--- src/hw/bcp_pkg.sv ---
// Package for the in-between punctuation pin fire control block.
// Assumes a single 10 MHz clock domain and synchronous active-low reset.
package bcp_pkg;

    // ==========================================================
    // Host port numbers and data bit positions
    localparam logic [3:0] BCP_FLAGS_PORT    = 4'h3;
    localparam logic [3:0] BCP_PRINTER_PORT  = 4'h1;
    localparam int         BCP_BIT_PUNCT     = 4;
    localparam int         BCP_BIT_ALLOW     = 0;
    localparam int         BCP_BIT_ROMSEL    = 1;

    // ==========================================================
    // Up-down counter presets
    localparam logic [3:0] BCP_PRESET_RIGHT  = 4'hD;
    localparam logic [3:0] BCP_PRESET_LEFT   = 4'h0;
    localparam logic [3:0] BCP_PUNCT_RIGHT   = 4'hC;
    localparam logic [3:0] BCP_PUNCT_LEFT    = 4'h1;

    // ==========================================================
    // Carrier-position simulator
    localparam logic [3:0] BCP_SIM_PRESET    = 4'h8;
    localparam logic [3:0] BCP_SIM_TERMINAL  = 4'hF;
    localparam int         BCP_EARLY_MS      = 5;

    // ==========================================================
    // Reset values
    localparam logic [8:0] BCP_PINS_IDLE     = 9'h000;

    // Host register-style write/read path
    typedef struct packed {
        logic [3:0] addr;
        logic [7:0] wdata;
        logic       wr;
        logic       rd;
    } bcp_host_req_t;

    // Sampled external optical and carrier levels
    typedef struct packed {
        logic carrierPos;
        logic printPosPulse;
        logic countPulse;
        logic fireWindowOk;
        logic atEndStop;
    } bcp_sense_t;

endpackage

--- src/hw/bcp_pin_fire.sv ---
// Pin fire gating, punctuation ROM select, up-down scan counter and
// carrier-position simulator. Assumes a host that writes ports on
// hostReq and reads the request multiplexer bit, and optical pins.

module bcp_pin_fire
    import bcp_pkg::*;
(
    input  wire logic          clock,
    input  wire logic          rst_n,
    input  wire bcp_host_req_t hostReq,
    input  wire logic          carrierGoRight,
    input  wire logic          punctBackspace,
    input  wire bcp_sense_t    senseIn,
    input  wire logic [8:0]    romPinDriveLines,
    output logic [8:0]         pinFireGates_n,
    output logic               pinFireEnable_n,
    output logic               altRomSelect,
    output logic [2:0]         scanAddressLines,
    output logic [2:0]         punctRomAddr,
    output logic               requestMux,
    output logic               carrierError
);

    // ==========================================================
    // Synchronised inputs
    bcp_sense_t sense;

    bcp_sync u_sync
    (
        .clock   (clock),
        .rst_n   (rst_n),
        .asyncIn (senseIn),
        .syncOut (sense)
    );

    // ==========================================================
    // Edge detection on synchronised levels
    logic countPrev;
    logic printPrev;

    wire countStep  = sense.countPulse && !countPrev;
    wire printEdge  = sense.printPosPulse && !printPrev;

    // ==========================================================
    // Host port decode
    wire flagsWrite   = hostReq.wr && (hostReq.addr == BCP_FLAGS_PORT);
    wire printerLoad  = hostReq.wr && (hostReq.addr == BCP_PRINTER_PORT);

    logic betweenCharPunctFlag;
    logic printAllowed;
    logic hostDataBitOne;

    wire next_punct = flagsWrite ? hostReq.wdata[BCP_BIT_PUNCT] : betweenCharPunctFlag;
    wire next_allow = flagsWrite ? hostReq.wdata[BCP_BIT_ALLOW] : printAllowed;
    wire next_bitOne = flagsWrite ? hostReq.wdata[BCP_BIT_ROMSEL] : hostDataBitOne;

    always_ff @(posedge clock)
    begin
        if (!rst_n)
        begin
            betweenCharPunctFlag <= 1'b0;
            printAllowed         <= 1'b0;
            hostDataBitOne       <= 1'b0;
        end
        else
        begin
            betweenCharPunctFlag <= next_punct;
            printAllowed         <= next_allow;
            hostDataBitOne       <= next_bitOne;
        end
    end

    // ==========================================================
    // Up-down scan counter
    function automatic logic [3:0] presetFor(input logic right, input logic punct);
        logic [3:0] p;
        p = right ? BCP_PRESET_RIGHT : BCP_PRESET_LEFT;
        p[0] = right ^ punct;
        return p;
    endfunction

    function automatic logic [2:0] scanOf(input logic [3:0] q);
        return {q[3], q[2], q[1] ^ q[2]};
    endfunction

    logic [3:0] upDownCount;
    wire        presetNow = printerLoad || (flagsWrite && (next_punct != betweenCharPunctFlag));
    wire        presetPunct = printerLoad ? 1'b0 : next_punct;
    wire [3:0]  countStepped = carrierGoRight ? upDownCount - 4'h1 : upDownCount + 4'h1;
    wire [3:0]  next_upDownCount = presetNow ? presetFor(carrierGoRight, presetPunct)
                                 : countStep ? countStepped : upDownCount;

    always_ff @(posedge clock)
    begin
        if (!rst_n)
            upDownCount <= BCP_PRESET_LEFT;
        else
            upDownCount <= next_upDownCount;
    end

    wire [2:0] scanNow = scanOf(upDownCount);
    wire       counterLsb = upDownCount[0];
    wire       oddCountQualifier = carrierGoRight ^ counterLsb;

    // ==========================================================
    // Carrier-position simulator
    logic [3:0] simCount;
    wire        parallelLoad_n     = !sense.carrierPos;
    wire        countEnableTrickle = 1'b1;
    wire        masterClear_n      = 1'b1;
    wire        terminalCount      = countEnableTrickle && (simCount == BCP_SIM_TERMINAL);
    wire [3:0]  next_simCount = !masterClear_n ? 4'h0
                              : !parallelLoad_n ? BCP_SIM_PRESET
                              : (printEdge && !terminalCount) ? simCount + 4'h1
                              : simCount;
    // Early rise: terminal count seen while carrier still low
    wire        simulatedCarrier = sense.carrierPos || terminalCount;

    always_ff @(posedge clock)
    begin
        if (!rst_n)
            simCount <= BCP_SIM_PRESET;
        else
            simCount <= next_simCount;
    end

    // ==========================================================
    // Fire enable and pin gating
    wire fireOk = oddCountQualifier && printAllowed && sense.fireWindowOk;
    wire [8:0] romLines = betweenCharPunctFlag
                        ? {romPinDriveLines[8:1], 1'b0}
                        : romPinDriveLines;
    wire [8:0] pinBlock = {8'h00, betweenCharPunctFlag};
    wire [8:0] next_gates_n = fireOk ? ~(romLines & ~pinBlock) : 9'h1FF;
    wire       next_error = carrierError || (punctBackspace && sense.atEndStop);

    always_ff @(posedge clock)
    begin
        if (!rst_n)
        begin
            countPrev        <= 1'b0;
            printPrev        <= 1'b0;
            pinFireGates_n   <= ~BCP_PINS_IDLE;
            pinFireEnable_n  <= 1'b1;
            altRomSelect     <= 1'b0;
            scanAddressLines <= 3'h0;
            punctRomAddr     <= 3'h0;
            requestMux       <= 1'b0;
            carrierError     <= 1'b0;
        end
        else
        begin
            countPrev        <= sense.countPulse;
            printPrev        <= sense.printPosPulse;
            pinFireGates_n   <= next_gates_n;
            pinFireEnable_n  <= !fireOk;
            altRomSelect     <= betweenCharPunctFlag;
            scanAddressLines <= scanNow;
            punctRomAddr     <= {scanNow[2], scanNow[1], hostDataBitOne};
            requestMux       <= simulatedCarrier;
            carrierError     <= next_error;
        end
    end

endmodule

--- src/hw/bcp_sync.sv ---
// Two-flop synchroniser for a bundle of asynchronous levels.
// Assumes inputs come from pins outside the clock domain.
module bcp_sync
    import bcp_pkg::*;
(
    input  wire logic       clock,
    input  wire logic       rst_n,
    input  wire bcp_sense_t asyncIn,
    output bcp_sense_t      syncOut
);

    bcp_sense_t stage1;

    always_ff @(posedge clock)
    begin
        if (!rst_n)
        begin
            stage1  <= '0;
            syncOut <= '0;
        end
        else
        begin
            stage1  <= asyncIn;
            syncOut <= stage1;
        end
    end

endmodule

--- config.mk ---
export PLATFORM = sky130hd
export DESIGN_NAME = bcp_pin_fire
export DESIGN_NICKNAME = d
export VERILOG_FILES = /design/src/hw/bcp_pkg.sv /design/src/hw/bcp_pin_fire.sv /design/src/hw/bcp_sync.sv
export SDC_FILE = /design/constraint.sdc
export NUM_CORES = 1
export LEC_CHECK = 0
export ABC_AREA = 1
export ABC_CLOCK_PERIOD_IN_PS = 1500
export BUFFER_PORTS_ARGS = -buffer_cell sky130_fd_sc_hd__buf_2
export CAP_MARGIN = 10
export CORE_UTILIZATION = 46
export CTS_BUF_LIST = sky130_fd_sc_hd__clkbuf_8
export CTS_CLUSTER_DIAMETER = 40
export DETAILED_ROUTE_END_ITERATION = 8
export PLACE_DENSITY = 0.82
export SYNTH_ARGS = -nofsm -noshare
export SYNTH_HDL_FRONTEND = slang
export SYNTH_SLANG_ARGS = --single-unit
--- constraint.sdc ---
create_clock -name clock -period 1.5 [get_ports clock]
set_clock_uncertainty 0.15 [all_clocks]
set_input_delay 0.075 -clock clock [delete_from_list [all_inputs] [get_ports clock]]
set_output_delay 0.075 -clock clock [all_outputs]
set_load 0.1 [all_outputs]
Word-level counts from Yosys, hierarchy flattened
Index checks and enable logic that the tools add are counted.
{"block": "word_totals", "regBits": 42, "latchBits": 0, "ramBits": 0, "romBits": 0, "in_bits": 32, "wordCells": 64, "memories": 0}
{"block": "classes", "addsub": 3, "multipliers": 0, "div_mod_pow": 0, "magnitude_cmp": 0, "n_eq_ne": 4, "shift": 0, "n_mux": 7, "bitwise": 7, "n_reduce_logical": 19}
{"cell": "4-bit two-way mux", "count": 4}
{"cell": "9-bit bitwise AND", "count": 1}
{"cell": "1-bit logical AND", "count": 9}
{"cell": "1-bit inverter with 9-bit output", "count": 1}
{"cell": "9-bit inverter", "count": 1}
{"cell": "4-bit by 1-bit adder with 4-bit output (second input constant)", "count": 2}
{"cell": "4-bit by 1-bit equality test with 1-bit output (second input constant)", "count": 1}
{"cell": "4-bit by 2-bit equality test with 1-bit output (second input constant)", "count": 1}
{"cell": "4-bit equality test (second input constant)", "count": 1}
{"cell": "1-bit logical NOT", "count": 4}
{"cell": "4-bit by 1-bit subtractor with 4-bit output (second input constant)", "count": 1}
{"cell": "1-bit logical OR", "count": 3}
{"cell": "1-bit two-way mux", "count": 3}
{"cell": "1-bit bitwise XOR", "count": 3}
{"cell": "2-bit AND reduction", "count": 1}
{"cell": "2-bit nonzero test", "count": 1}
{"cell": "2-bit OR reduction", "count": 1}
{"cell": "1-bit != test", "count": 1}
{"cell": "1-bit inverter", "count": 1}

Depth between registers and ports, before layout
{"block": "depth", "depth_word": 7, "ltp_mapped": 10}

Modules after synthesis
From an unflattened synthesis, not the netlist that was laid out.
{"block": "hier_totals", "cells_unflattened": 190, "hier_area_um2": 1579.0}
{"module": "bcp_pin_fire", "n_inst": 1, "cells_per_inst": 159, "area_per_inst_um2": 1292.5, "seq_area_each_um2": 600.6}
{"module": "bcp_sync", "n_inst": 1, "cells_per_inst": 31, "area_per_inst_um2": 286.5, "seq_area_each_um2": 200.2}

Least setup slack after synthesis
Ideal clock, no wire load.
{"block": "synth_path", "path_type": "reg2out", "from": "register scanAddressLines[1]", "to": "output port scanAddressLines[1]", "t_arrival_ns": 1.356, "t_required_ns": 1.275, "setup_slack_ns": -0.081, "path_stages_with_launch": 2, "n_path_buf": 1, "path_cell_list": "dfxtp_1 -> buf_4"}
{"item": "from (decl)", "line_no": "bcp_pin_fire.sv:18", "rtl": "output logic [2:0] scanAddressLines,"}
{"item": "from (signal assigned)", "line_no": "bcp_pin_fire.sv:158", "rtl": "scanAddressLines <= scanNow;"}
No word-level cell between the ends.

Worst setup path after layout
{"block": "layout_path", "from": "input port hostReq[6] in the netlist's numbering", "to": "register upDownCount[0]"}
{"block": "layout_via", "elab_chain_cells": 5, "word_cells_on_any_way": 8}
{"item": "from (decl)", "line_no": "bcp_pin_fire.sv:10", "rtl": "input wire bcp_host_req_t hostReq,"}
{"item": "1-bit two-way mux *", "line_no": "bcp_pin_fire.sv:53", "rtl": "wire next_punct = flagsWrite ? hostReq.wdata[BCP_BIT_PUNCT] : betweenCharPunctFlag;"}
{"item": "1-bit != test", "line_no": "bcp_pin_fire.sv:87", "rtl": "wire presetNow = printerLoad || (flagsWrite && (next_punct != betweenCharPunctFlag));"}
{"item": "1-bit logical AND", "line_no": "bcp_pin_fire.sv:87"}
{"item": "1-bit logical OR", "line_no": "bcp_pin_fire.sv:87"}
{"item": "4-bit two-way mux / 2-bit nonzero test (equally long branches)"}
{"item": "to (signal assigned)", "line_no": "bcp_pin_fire.sv:98", "rtl": "upDownCount <= next_upDownCount;"}
{"item": "to (decl)", "line_no": "bcp_pin_fire.sv:86", "rtl": "logic [3:0] upDownCount;"}
Mark *: on every way between the ends. The rest lies on a longest branch, timed or not.
A chain may end at the register's enable or synchronous reset.

==> results_dict.tcl <==
set metrics [dict create \
    placed_cells 267 \
    multi_input_area_um2 606 \
    core_area_um2 3130 \
    ys_ff_latch 40 \
    ys_types 28 \
    critPathKind "primary input to flip-flop" \
    critPathLaunchType "primary input" \
    post_cts_buffers 0 \
    layout-area-overhead-vs-synth_pct 38.7 \
    grt_overflow 0 \
    met3_usage_pct 6.49 \
    clk_latency_ns 0.29 \
    vias_per_cell 4.40 \
    max_stage_delay_ns 0.54 \
    p_leak_uw 0.00110 \
    drv_cap 0 \
    grt_max_degree 18 \
    grt_pass1_vias 1131 \
    slew_headroom_pct 67.0 \
    place_congestion 0.820 \
    cts_buffers 5 \
    clockBufferDepth 2 \
    crit_path_end_kind "flip-flop" \
    period_share_pct 95.7 \
    dieArea_um2 3600 \
    met1_usage_pct 19.8 \
    fin_tns_setup_ns 0 \
    syn_area_um2 1550 \
    die_y_um 60.0 \
    synth.yosys.seq_area_share_pct 51.7 \
    cp_cell_sequence "dlygate4sd3_1 -> buf_2 -> inv_1 -> nand2_1 -> nand2_2 -> nand3_4 -> nor2_1 -> nand3_1 -> nand3_1 -> nand2_1 -> inv_1" \
    die_w_um 60.0 \
    io_pins 51 \
    vias 1294 \
    port_buffers 44 \
    drt_first_pass_iters 6 \
    hp-start "hostReq[11]" \
    power.density_nw_per_um2 1070 \
    grt_pass1_wl_um 4530 \
    start_util_pct 49.5 \
    path_clk_slew_ns 0.08 \
    fmax_mhz 697 \
    hp-class "primary input to flip-flop" \
    synth_cells 181 \
    cts_tree "done" \
    hold_viol 0 \
    hold_end "betweenCharPunctFlag" \
    fin_cells 294 \
    h-tree-depth 2 \
    reg2reg_slack_ns 0.11 \
    finalSetupViolations 0 \
    r2r_cells 6 \
    cp_max_fo 4 \
    dpl.hpwl_um 1950 \
    cts-root-buf "clkbuf_8" \
    track_usage_pct 17.8 \
    num_rows 20 \
    total_power_uw 2290 \
    path_delay_family "buffers and inverters" \
    critical_path_arrival_ns 1.53 \
    layout_common_cells "buf_2 (44), nand2_1 (42), dfxtp_1 (36)" \
    holdPathStages 3 \
    wl_per_cell_um 9.97 \
    drc 0 \
    hold_ws_ns 0.0143 \
    diodes 0 \
    ir_worst_vdd_uv 982 \
    cp_slowest_cell "dlygate4sd3_1" \
    ant_nets 0 \
    timing.rr.end "upDownCount[2]" \
    slew_violations 0 \
    fill_cells 251 \
    yosys_warnings 0 \
    critPathBufInv 4 \
    drt-total-wl_um 2930 \
    worst_pin_slew_ns 0.498 \
    nets 285 \
    stdcell_area_um2 2150 \
    crit_start "hostReq[6]" \
    reg2reg_from "upDownCount[0]" \
    met2_usage_pct 29.0 \
    syn_nets 217 \
    post_synth.cell_area_avg_um2 8.56 \
    antenna_found_initial 0 \
    drive_gt1_share_pct 31.2 \
    dpl_cell_area_um2 1820 \
    period_minus_slack_ns 1.44 \
    top_usage_layer "met2" \
    drt_first_iter_violations 23 \
    seqCellArea_um2 806 \
    final_common_cell "buf_2" \
    numClockSinks 40 \
    outcome "complete, no violations" \
    critPathRequiredTime_ns 1.59 \
]
timing repair:
action | 4_1_cts | 5_1_grt
gates resized for setup | 0 | 6
setup endpoints to repair | 0 | 3
hold buffers | 19 | 0
hold endpoints to repair | 21 | 0
worst max-delay path by stage:
| stage | end | slack (ns) | cells after the start |
|---|---|---|---|
| final | upDownCount[0] | 0.06 | 11 |
| after global routing | upDownCount[0] | -0.002 | 11 |
| after CTS | upDownCount[3] | 0.03 | 8 |
| after detailed placement | upDownCount[3] | 0.04 | 8 |
| after global placement | upDownCount[3] | 0.07 | 8 |
| after floorplan | upDownCount[3] | 0.12 | 8 |
power breakdown:
group	internal [uW]	switching [uW]	leakage, uW
combinational	112	158	0.000708
clock	544	370	0.0000614
sequential	1090	17.4	0.000328
total	1750	545	0.00110
state kept, by name, indices dropped and copies added, names as in the netlist, 3 cells and up:
name              flops
u_sync.syncOut        5
simCount              4
scanAddressLines      3
u_sync.stage1         5
upDownCount           4
pinFireGates_n        9
worst register-to-register path: cells and delay by family, from the launching register on:
kind	cells	cell delay, ns
adders and majority gates	1	0.37
DFF	1	0.36
AOI/OAI and AO/OA	2	0.18
and+or+nand+nor	2	0.14
xor gates and xnor gates	1	0.13
kinds of logic after synthesis:
kind of cell / after synthesis / synth area share, %
xor gates and xnor gates: 6 / 3.39
AOI/OAI and AO/OA: 17 / 6.22
DFF: 40 / 51.7
and+or+nand+nor: 74 / 24.6
buffers and inverters: 40 / 10.3
adders and majority gates: 4 / 3.72
cell type report:
cell class              count  area share, %
flip-flops and latches     40           37.5
well taps                  44           2.56
clock inverters             2           1.81
multi-input cells         101           28.2
repair buffers             65           19.8
clock buffers               6           3.84
inverters                  36           6.29
cell usage after synthesis:
cell,n,area (um2)
fa_1,1,20.0
o21ai_2,1,8.76
ha_1,3,37.5
buf_4,2,15.0
xor2_1,3,26.3
a31o_2,1,8.76
nand2_2,1,6.26
or2_1,1,6.26
nor2_8,1,20.0
a31oi_1,1,6.26
xnor2_1,3,26.3
clkinv_1,1,3.75
nand2_4,2,22.5
nand3_2,1,10.0
o211ai_1,1,7.51
dfxtp_1,40,801
nor2_1,6,22.5
o21ai_1,3,15.0
nand3_1,13,65.1
nand3_4,2,35.0
nor2_4,1,11.3
inv_2,6,22.5
nand4_1,4,25.0
buf_2,2,10.0
nand2_1,42,158
inv_1,29,109
a21oi_1,8,40.0
o21ai_0,2,10.0
per-stage QoR:
step	utilization [%]	setup WS [ns]
after CTS	68.0	0.0288
after global placement	58.1	0.0747
final	68.7	0.0646
after detailed placement	58.1	0.0402
after global routing	68.7	-0.00202
after floorplan	-	0.116
per-layer routing:
layer,up-vias,part of all wire (%)
met5,-,0
met4,0,2.2
li1,687,-
met3,7,4.1
met2,36,51
met1,564,43
Power figures use the tool's default switching activity.
